===== src/core/upw_pkg.sv =====
package upw_pkg;

  // Power-saving settings
  localparam logic [1:0] PSV_OFF    = 2'h0;
  localparam logic [1:0] PSV_CYCLIC = 2'h1;
  localparam logic [1:0] PSV_RTS    = 2'h2;
  localparam logic [1:0] PSV_DTR    = 2'h3;
  localparam logic [1:0] PSV_RESET  = PSV_OFF;

  // Timing
  localparam int CLK_HZ          = 250_000_000;
  localparam int WAKE_TIME_US    = 5000;
  localparam int WAKE_CYCLES     = CLK_HZ / 1_000_000 * WAKE_TIME_US;
  localparam int FRAME_TIME_NS   = 4615000;
  localparam int FRAME_CYCLES    = FRAME_TIME_NS / 4;
  localparam logic [15:0] IDLE_FRAMES_MIN   = 16'h0028;
  localparam logic [15:0] IDLE_FRAMES_MAX   = 16'hFDE8;
  localparam logic [15:0] IDLE_FRAMES_RESET = 16'h07D0;

  // Fields of the status word
  localparam int ST_UART_EN  = 0;
  localparam int ST_ACTIVE   = 1;
  localparam int ST_WAKE_ARM = 2;
  localparam int ST_WAKING   = 3;

endpackage


===== src/core/upw_stream_if.sv =====
`timescale 1ns/1ps
interface upw_stream_if #(parameter int W = 8);
  logic         valid;
  logic         ready;
  logic [W-1:0] data;
  modport src  (output valid, output data, input ready);
  modport sink (input valid, input data, output ready);
endinterface


===== src/core/upw_fifo.sv =====
`timescale 1ns/1ps
module upw_fifo #(
  parameter int W = 8,
  parameter int D = 16
) (
  input  wire logic ref_clk_i,    // Clock
  input  wire logic srst_i,       // Sync reset
  upw_stream_if.sink in_s,        // Fill side
  upw_stream_if.src  out_s        // Drain side
);
  localparam int AW = $clog2(D);

  typedef struct packed {
    logic [D-1:0][W-1:0] mem;
    logic [AW-1:0]       wp;
    logic [AW-1:0]       rp;
    logic [AW:0]         cnt;
  } upw_fifo_st_t;

  upw_fifo_st_t s_r;
  upw_fifo_st_t s_nxt;
  logic         push;
  logic         pop;

  assign in_s.ready  = (s_r.cnt != (AW+1)'(D));
  assign out_s.valid = (s_r.cnt != '0);
  assign out_s.data  = s_r.mem[s_r.rp];
  assign push        = in_s.valid && in_s.ready;
  assign pop         = out_s.valid && out_s.ready;

  always_comb
  begin
    s_nxt = s_r;
    if (push)
    begin
      s_nxt.mem[s_r.wp] = in_s.data;
      s_nxt.wp = (s_r.wp == AW'(D - 1)) ? '0 : s_r.wp + 1'b1;
    end
    if (pop)
      s_nxt.rp = (s_r.rp == AW'(D - 1)) ? '0 : s_r.rp + 1'b1;
    s_nxt.cnt = s_r.cnt + (AW+1)'(push) - (AW+1)'(pop);
  end

  always_ff @(posedge ref_clk_i)
  begin
    if (srst_i)
      s_r <= '0;
    else
      s_r <= s_nxt;
  end
endmodule


===== src/core/upw_ctrl.sv =====
`timescale 1ns/1ps
module upw_ctrl #(
  parameter int          WAKE_CNT  = upw_pkg::WAKE_CYCLES,
  parameter int          FRAME_CNT = upw_pkg::FRAME_CYCLES,
  parameter int          DW        = 8,
  parameter int          DEPTH     = 16
) (
  input  wire logic          ref_clk_i,        // Clock, 250 MHz
  input  wire logic          srst_i,           // Sync reset, high
  input  wire logic [1:0]    power_save_setting_i, // Requested setting
  input  wire logic          flow_control_on_setting_i, // HW flow on
  input  wire logic [15:0]   idle_frames_i,    // Idle timeout, frames
  input  wire logic [1:0]    terminal_ready_action_setting_i, // DTR action
  input  wire logic          rts_on_i,         // RTS line is ON
  input  wire logic          dtr_on_i,         // DTR line is ON
  input  wire logic          txd_i,            // DTE transmit-data line
  input  wire logic          uart_init_done_i, // UART initialised
  input  wire logic          rx_valid_i,       // Received char strobe
  input  wire logic [DW-1:0] rx_data_i,        // Received char
  input  wire logic          unsolicited_result_i, // Own data pending
  input  wire logic          usb_active_i,     // USB attached, awake
  input  wire logic          work_pending_i,   // Network or iface work
  input  wire logic          host_rd_ready_i,  // Consumer takes a char
  output logic               host_rd_valid_o,  // Char available
  output logic [DW-1:0]      host_rd_data_o,   // Char data
  output logic               rx_fifo_ready_o,  // FIFO not full
  output logic               cts_n_o,          // CTS, low = ON
  output logic               uart_en_o,        // UART enabled
  output logic               module_active_o,  // Module active
  output logic               wake_armed_o,     // Data wake armed
  output logic [1:0]         active_setting_o, // Accepted setting
  output logic               setting_refused_o,// Request refused
  output logic               dtr_drop_o,       // DTR ON-to-OFF pulse
  output logic [1:0]         dtr_action_o      // Action to apply
);

  //****************************************************************
  // State
  //****************************************************************
  typedef enum logic [1:0] {
    UPW_IDLE,
    UPW_WAKING,
    UPW_ON
  } upw_state_t;

  typedef struct packed {
    upw_state_t  st;
    logic [1:0]  psv;
    logic        refused;
    logic        rts_q;
    logic        dtr_q;
    logic        txd_q;
    logic        data_hold;
    logic        drop_next;
    logic [31:0] wake_cnt;
    logic [31:0] frame_cnt;
    logic [15:0] frames;
    logic        cts_n;
    logic        uart_en;
    logic        active;
    logic        armed;
    logic        dtr_drop;
    logic [1:0]  dtr_act;
  } upw_ctrl_st_t;

  upw_ctrl_st_t s_r;
  upw_ctrl_st_t s_nxt;

  //****************************************************************
  // Receive FIFO
  //****************************************************************
  upw_stream_if #(.W(DW)) fill_s ();
  upw_stream_if #(.W(DW)) drain_s ();

  logic rx_accept;

  upw_fifo #(
    .W (DW),
    .D (DEPTH)
  ) u_fifo (
    .ref_clk_i (ref_clk_i),
    .srst_i    (srst_i),
    .in_s      (fill_s),
    .out_s     (drain_s)
  );

  // Chars only land while awake and not the wake character
  assign rx_accept     = (s_r.st == UPW_ON) && !s_r.drop_next;
  assign fill_s.valid  = rx_valid_i && rx_accept;
  assign fill_s.data   = rx_data_i;
  assign drain_s.ready = host_rd_ready_i;
  assign host_rd_valid_o = drain_s.valid;
  assign host_rd_data_o  = drain_s.data;
  assign rx_fifo_ready_o = fill_s.ready;

  //****************************************************************
  // Next state
  //****************************************************************
  logic        line_en;
  logic        line_rise;
  logic        txd_rise;
  logic        timer_out;
  logic        want_uart;
  logic [15:0] frames_lim;

  always_comb
  begin
    s_nxt = s_r;
    want_uart = 1'b1;
    s_nxt.rts_q = rts_on_i;
    s_nxt.dtr_q = dtr_on_i;
    s_nxt.txd_q = txd_i;
    s_nxt.dtr_drop = s_r.dtr_q && !dtr_on_i;
    s_nxt.dtr_act  = terminal_ready_action_setting_i;

    // Setting acceptance
    s_nxt.refused = 1'b0;
    if (power_save_setting_i != s_r.psv)
    begin
      if (power_save_setting_i == upw_pkg::PSV_RTS &&
          flow_control_on_setting_i)
        s_nxt.refused = 1'b1;
      else
        s_nxt.psv = power_save_setting_i;
    end

    frames_lim = idle_frames_i;
    if (frames_lim < upw_pkg::IDLE_FRAMES_MIN)
      frames_lim = upw_pkg::IDLE_FRAMES_MIN;
    if (frames_lim > upw_pkg::IDLE_FRAMES_MAX)
      frames_lim = upw_pkg::IDLE_FRAMES_MAX;

    line_en   = 1'b0;
    line_rise = 1'b0;
    unique case (s_r.psv)
      upw_pkg::PSV_RTS:
      begin
        line_en   = rts_on_i;
        line_rise = rts_on_i && !s_r.rts_q;
      end
      upw_pkg::PSV_DTR:
      begin
        line_en   = dtr_on_i;
        line_rise = dtr_on_i && !s_r.dtr_q;
      end
      upw_pkg::PSV_OFF,
      upw_pkg::PSV_CYCLIC:
      begin
        line_en   = 1'b0;
        line_rise = 1'b0;
      end
    endcase

    // Data wake armed only with flow control off, in cyclic mode or with the selected line OFF
    s_nxt.armed = !flow_control_on_setting_i &&
                  ((s_r.psv == upw_pkg::PSV_CYCLIC) ||
                   (s_r.psv == upw_pkg::PSV_RTS && !rts_on_i) ||
                   (s_r.psv == upw_pkg::PSV_DTR && !dtr_on_i));
    txd_rise = txd_i && !s_r.txd_q;

    // Frame-based idle timer, restarted by each char received in UPW_ON
    // Hold flag only set by a data wake, so line OFF still disables
    timer_out = (s_r.frames == '0);
    if (rx_valid_i && s_r.st == UPW_ON)
    begin
      s_nxt.frames    = frames_lim;
      s_nxt.frame_cnt = '0;
    end
    else if (!timer_out)
    begin
      if (s_r.frame_cnt == 32'(FRAME_CNT - 1))
      begin
        s_nxt.frame_cnt = '0;
        s_nxt.frames    = s_r.frames - 16'h0001;
      end
      else
        s_nxt.frame_cnt = s_r.frame_cnt + 32'h1;
    end
    else
      s_nxt.data_hold = 1'b0;

    if (rx_valid_i && s_r.drop_next)
      s_nxt.drop_next = 1'b0;

    unique case (s_r.st)
      UPW_IDLE:
      begin
        if ((s_r.armed && txd_rise) || line_rise)
        begin
          s_nxt.st        = UPW_WAKING;
          s_nxt.wake_cnt  = '0;
          s_nxt.drop_next = s_r.armed && txd_rise;
          s_nxt.frames    = frames_lim;
          s_nxt.frame_cnt = '0;
          s_nxt.data_hold = s_r.armed && txd_rise;
        end
        else if (line_en || s_r.psv == upw_pkg::PSV_OFF)
          s_nxt.st = UPW_ON;
      end
      UPW_WAKING:
      begin
        s_nxt.drop_next = 1'b0;
        if (s_r.wake_cnt == 32'(WAKE_CNT - 1))
          s_nxt.st = UPW_ON;
        else
          s_nxt.wake_cnt = s_r.wake_cnt + 32'h1;
      end
      UPW_ON:
      begin
        unique case (s_r.psv)
          upw_pkg::PSV_OFF:
            want_uart = 1'b1;
          upw_pkg::PSV_CYCLIC:
            want_uart = !timer_out;
          upw_pkg::PSV_RTS,
          upw_pkg::PSV_DTR:
            want_uart = line_en || s_r.data_hold;
        endcase
        if (!want_uart)
          s_nxt.st = UPW_IDLE;
      end
      default:
        s_nxt.st = UPW_IDLE;
    endcase
    if (s_r.psv == upw_pkg::PSV_OFF)
      s_nxt.st = UPW_ON;

    // Outputs
    s_nxt.uart_en = uart_init_done_i &&
                    ((s_nxt.st == UPW_ON) ||
                     unsolicited_result_i);
    // CTS ON only when UART initialised, in UPW_ON and FIFO has room
    s_nxt.cts_n = !(uart_init_done_i && s_nxt.st == UPW_ON &&
                    fill_s.ready);
    s_nxt.active = (s_nxt.st != UPW_IDLE) || work_pending_i ||
                   usb_active_i || unsolicited_result_i;
  end

  always_ff @(posedge ref_clk_i)
  begin
    if (srst_i)
    begin
      s_r           <= '0;
      s_r.st        <= UPW_ON;
      s_r.psv       <= upw_pkg::PSV_RESET;
      s_r.frames    <= upw_pkg::IDLE_FRAMES_RESET;
      s_r.cts_n     <= 1'b1;
      s_r.active    <= 1'b1;
    end
    else
      s_r <= s_nxt;
  end

  //****************************************************************
  // Outputs
  //****************************************************************
  assign cts_n_o           = s_r.cts_n;
  assign uart_en_o         = s_r.uart_en;
  assign module_active_o   = s_r.active;
  assign wake_armed_o      = s_r.armed;
  assign active_setting_o  = s_r.psv;
  assign setting_refused_o = s_r.refused;
  assign dtr_drop_o        = s_r.dtr_drop;
  assign dtr_action_o      = s_r.dtr_act;

endmodule


===== config.mk =====
export PLATFORM = sky130hd
export DESIGN_NAME = upw_ctrl
export DESIGN_NICKNAME = d
export VERILOG_FILES = /design/src/core/upw_pkg.sv /design/src/core/upw_stream_if.sv /design/src/core/upw_fifo.sv /design/src/core/upw_ctrl.sv
export SDC_FILE = /design/constraint.sdc
export NUM_CORES = 1
export LEC_CHECK = 0
export BUFFER_PORTS_ARGS = -buffer_cell sky130_fd_sc_hd__clkbuf_2
export CAP_MARGIN = 0
export CORE_ASPECT_RATIO = 1.4
export CORE_MARGIN = 10
export CORE_UTILIZATION = 55
export CTS_BUF_LIST = sky130_fd_sc_hd__clkbuf_8
export CTS_CLUSTER_DIAMETER = 60
export DETAILED_ROUTE_END_ITERATION = 6
export PLACE_DENSITY = 0.8
export SYNTH_ARGS = -nofsm -noshare
export SYNTH_HDL_FRONTEND = slang
export SYNTH_SLANG_ARGS = --single-unit
export TNS_END_PERCENT = 30

===== constraint.sdc =====
create_clock -name ref_clk_i -period 3.4 [get_ports ref_clk_i]
set_input_delay 0.17 -clock ref_clk_i [delete_from_list [all_inputs] [get_ports ref_clk_i]]
set_output_delay 0.17 -clock ref_clk_i [all_outputs]
set_load 0.01 [all_outputs]

==> reports/summary.log <==
INFO  timing         finalSetupViolCount=0
INFO  global_route   antenna_violations_before_repair=0
INFO  critical_path  worstRegToRegCells=14
INFO  timing         clock_skew=0.0203ns
INFO  logic_synthesis synthesis.area=0.0114sqmm
INFO  cells_and_area final_nets=1319
INFO  timing         finalCriticalPeriod=3.07ns
INFO  floorplan      row_count=62
INFO  timing         tns=0ns
INFO  clocking       cts_tree=done
INFO  cells_and_area stdcell_count=1546
INFO  logic_synthesis async_reset_ff_share=0%
INFO  critical_path  worst-r2r-setup-slack=0.33ns
INFO  timing         hold_viol=0
INFO  critical_path  crit_path_from=u_fifo.s_r[2]$_SDFF_PP0_
INFO  power_and_ir_drop leakage=0.00555uW
INFO  timing         final_slew_violations=0
INFO  floorplan      core_area=0.0205sqmm
INFO  global_route   grt_start_max_net_pins=69
INFO  clocking       clock_insertion_delay_worst_skew=0.54ns
INFO  critical_path  crit_path_max_fanout=5
INFO  timing         timing_worst_slew_pin_value=0.782ns
INFO  logic_synthesis syn_area_per_cell=9.60squm
INFO  timing         fmaxAchievable=326MHz
INFO  power_and_ir_drop pwr_total=6360uW
INFO  run_status     violations=DRC
INFO  power_and_ir_drop vdd.ir_drop.worst=0.478mV
INFO  logic_synthesis synth_largest_type_area_fraction=41.6%
INFO  hold_path      holdPathEnd=s_r[16]$_SDFF_PP1_
INFO  routing        drt_first_pass_iters=7
INFO  critical_path  worstSetupStartpointType=flip-flop
INFO  routing        ant_nets=0
INFO  global_route   grtUsageTotal=20.5%
INFO  hold_path      worst_hold_path_type=in2reg
INFO  placed_design  placedCellCount=1456
INFO  critical_path  worst_r2r_endpoint=u_fifo.s_r[4]$_SDFF_PP0_
INFO  cells_and_area layout.core_utilization=63.1%
INFO  global_route   grt_overflow=0
INFO  clocking       clock_tree.htree_level_count=2
INFO  floorplan      floorplan.die.width=142um
INFO  logic_synthesis synth_area_leader_cell=sky130_fd_sc_hd__dfxtp_1
INFO  run_status     status=complete, but fails checks
INFO  critical_path  critical_path.endpoint_type=flip-flop
INFO  critical_path  critical_path_class=reg2reg
INFO  clocking       clkSinkCount=238
INFO  routing        routed_wl=28400um
INFO  floorplan      top_level_ports=60
INFO  timing         maxSlewHeadroom=47.8%
INFO  logic_synthesis postSynthNetCount=1249
INFO  logic_synthesis yosys_warnings=0
INFO  global_route   vias_in_the_first_global_route=9363
INFO  routing        num_vias=9383
INFO  timing         grt_setup_unrepaired=false
INFO  logic_synthesis synth.most_common_cell=sky130_fd_sc_hd__dfxtp_1
INFO  cells_and_area area_growth_syn_to_layout=12.9%
INFO  placed_design  place_ws=0.396ns
INFO  logic_synthesis dominantRegCellSynth=sky130_fd_sc_hd__dfxtp_1
INFO  timing         layout_setup_ws=0.333ns
INFO  timing         post-route-period-util=90.2%
INFO  logic_synthesis seq_area_frac_synth=41.6%
INFO  clocking       cts_max_path_buffers=3
INFO  global_route   wire_length_of_the_first_global_routing_pass=46500um
INFO  critical_path  rr_startpoint=u_fifo.s_r[2]$_SDFF_PP0_
INFO  logic_synthesis postSynthCellCount=1193
INFO  floorplan      initial_utilization=55.9%
INFO  logic_synthesis yosysUniqueCellTypes=72
INFO  logic_synthesis synth-seq-cells=238
INFO  cells_and_area nFillCells=1711
INFO  logic_synthesis ys_top_cells_by_area=sky130_fd_sc_hd__dfxtp_1 42%, sky130_fd_sc_hd__mux2i_1 12%, sky130_fd_sc_hd__mux4_2 7.9%
INFO  floorplan      die_area=0.0271sqmm
INFO  placed_design  gp_congestion=0.903
INFO  critical_path  arrival=3.51ns
INFO  logic_synthesis yosys-top-cells-count=238 x sky130_fd_sc_hd__dfxtp_1, 195 x sky130_fd_sc_hd__nor2_1, 134 x sky130_fd_sc_hd__mux2i_1
INFO  logic_synthesis synth_edf_count=0
INFO  routing        vias_per_cell=6.07
INFO  floorplan      vertical_die_dimension=191um
INFO  power_and_ir_drop power_density=492mW/mm^2
INFO  cells_and_area drive_gt1_share=15.2%
INFO  routing        routed_wire_length_per_instance=18.4um
INFO  hold_path      min-delay-start=idle_frames_i[9]
INFO  placed_design  dp_hpwl=19400um
INFO  cells_and_area combined_area_of_the_multi_input_logic_cells=0.00626sqmm
INFO  critical_path  critical_path_required=3.85ns
INFO  clocking       clk_root_buffer_cell=sky130_fd_sc_hd__clkbuf_8
INFO  clocking       clk_transition_reported_paths=0.06ns
INFO  job            timing.max_cap.violations=0
INFO  cells_and_area n_antenna_cell=0
INFO  placed_design  place.port_buffers=59
INFO  routing        detail_route.drc_violations=1
INFO  cells_and_area layout.area.seq=0.00477sqmm
INFO  routing        drtIter0Drc=801
INFO  clocking       tritoncts_buffer_count=37
INFO  hold_path      hold_depth=3
[power breakdown]
part	switching (uW)	internal (uW)	total (uW)	leakage [uW]
clock network	1110	1270	2390	0.000430
logic	559	444	1000	0.00319
registers	93.3	2880	2980	0.00193
total	1770	4600	6360	0.00555
[through the flow]
stage | instance area, sq um | hold slack (ns)
floorplan | 11400 | 0.246
global placement | 11900 | 0.378
detailed placement | 11900 | 0.383
CTS | 12900 | 0.000710
global route | 12900 | 0.00972
finish | 12900 | 0.0245
[layout by cell type, fill, tap and decap left out, drive strengths merged, types with 6 or more instances in the layout]
cell,n
dfxtp,238
nor2,195
mux2i,134
clkbuf,106
nand2,50
inv,50
nand3,44
mux4,40
nand4,40
a21oi,36
nor3,30
xor2,29
or3,24
dlygate4sd3,24
o21ai,23
nor4,21
buf,20
or4,19
ha,15
xnor2,13
nor4b,12
nor2b,11
o31ai,11
o211ai,9
and4,7
nand2b,6
o21a,6
nand4b,6
and3,6
[worst max path at each step]
stage                               end  cells past startpoint  slack [ns]
4_1_cts        u_fifo.s_r[4]$_SDFF_PP0_                     14        0.32
3_5_place_dp   u_fifo.s_r[4]$_SDFF_PP0_                     14        0.40
5_1_grt        u_fifo.s_r[4]$_SDFF_PP0_                     14        0.15
6_report       u_fifo.s_r[4]$_SDFF_PP0_                     14        0.33
3_3_place_gp   u_fifo.s_r[4]$_SDFF_PP0_                     14        0.49
2_1_floorplan  u_fifo.s_r[4]$_SDFF_PP0_                     15        0.46
[final cells by class]
cell class              instances  share of cell area, %
well taps                     256                   2.48
repair buffers                102                   5.36
clock buffers                  48                   5.11
clock inverters                18                  0.658
inverters                      36                   1.05
multi-input cells             848                   48.5
flip-flops and latches        238                   36.9
[repair_timing]
action,in CTS,in global routing
endpoints found under the setup margin,0,0
gates resized for setup,0,0
setup buffers,0,0
hold endpoints to repair,24,0
hold buffers,24,0
[layer usage]
metal  vias to the layer above  GRT usage [%]  part of all wire (%)
li1                       4496              -                     -
met1                      4536           22.6                    39
met2                       268           37.0                    53
met3                        83           3.84                   4.8
met4                         0           9.38                   3.6
met5                         -              0                     0
[kinds of logic after synthesis]
family	after synthesis	share of synthesized area, %
fa+ha+maj	16	1.81
mux	174	19.6
compound gates	123	7.21
buf+inv	107	3.85
simple gates	493	22.7
flops	238	41.6
xor+xnor	42	3.21
[sequential cells by signal, summed over array words and instances (netlist names)]
| signal | flops |
|---|---|
| u_fifo.s_r | 141 |
| s_r | 87 |
| active_setting_o | 2 |
| dtr_action_o | 2 |
| cts_n_o | 1 |
| dtr_drop_o | 1 |
| module_active_o | 1 |
| setting_refused_o | 1 |
| uart_en_o | 1 |
| wake_armed_o | 1 |
[worst max-delay path, cell delays in order (launching register included)]
cell                      delay [ns]
sky130_fd_sc_hd__dfxtp_1        0.31
sky130_fd_sc_hd__inv_1          0.08
sky130_fd_sc_hd__ha_1           0.18
sky130_fd_sc_hd__or4b_2         0.60
sky130_fd_sc_hd__and2_1         0.25
sky130_fd_sc_hd__ha_1           0.30
sky130_fd_sc_hd__inv_1          0.04
sky130_fd_sc_hd__ha_1           0.19
sky130_fd_sc_hd__inv_1          0.08
sky130_fd_sc_hd__fa_1           0.20
sky130_fd_sc_hd__inv_1          0.05
sky130_fd_sc_hd__a21oi_1        0.13
sky130_fd_sc_hd__nor2_1         0.06
sky130_fd_sc_hd__or3_1          0.34
sky130_fd_sc_hd__a21oi_1        0.16
No activity file was read; power rests on OpenSTA's default activity.
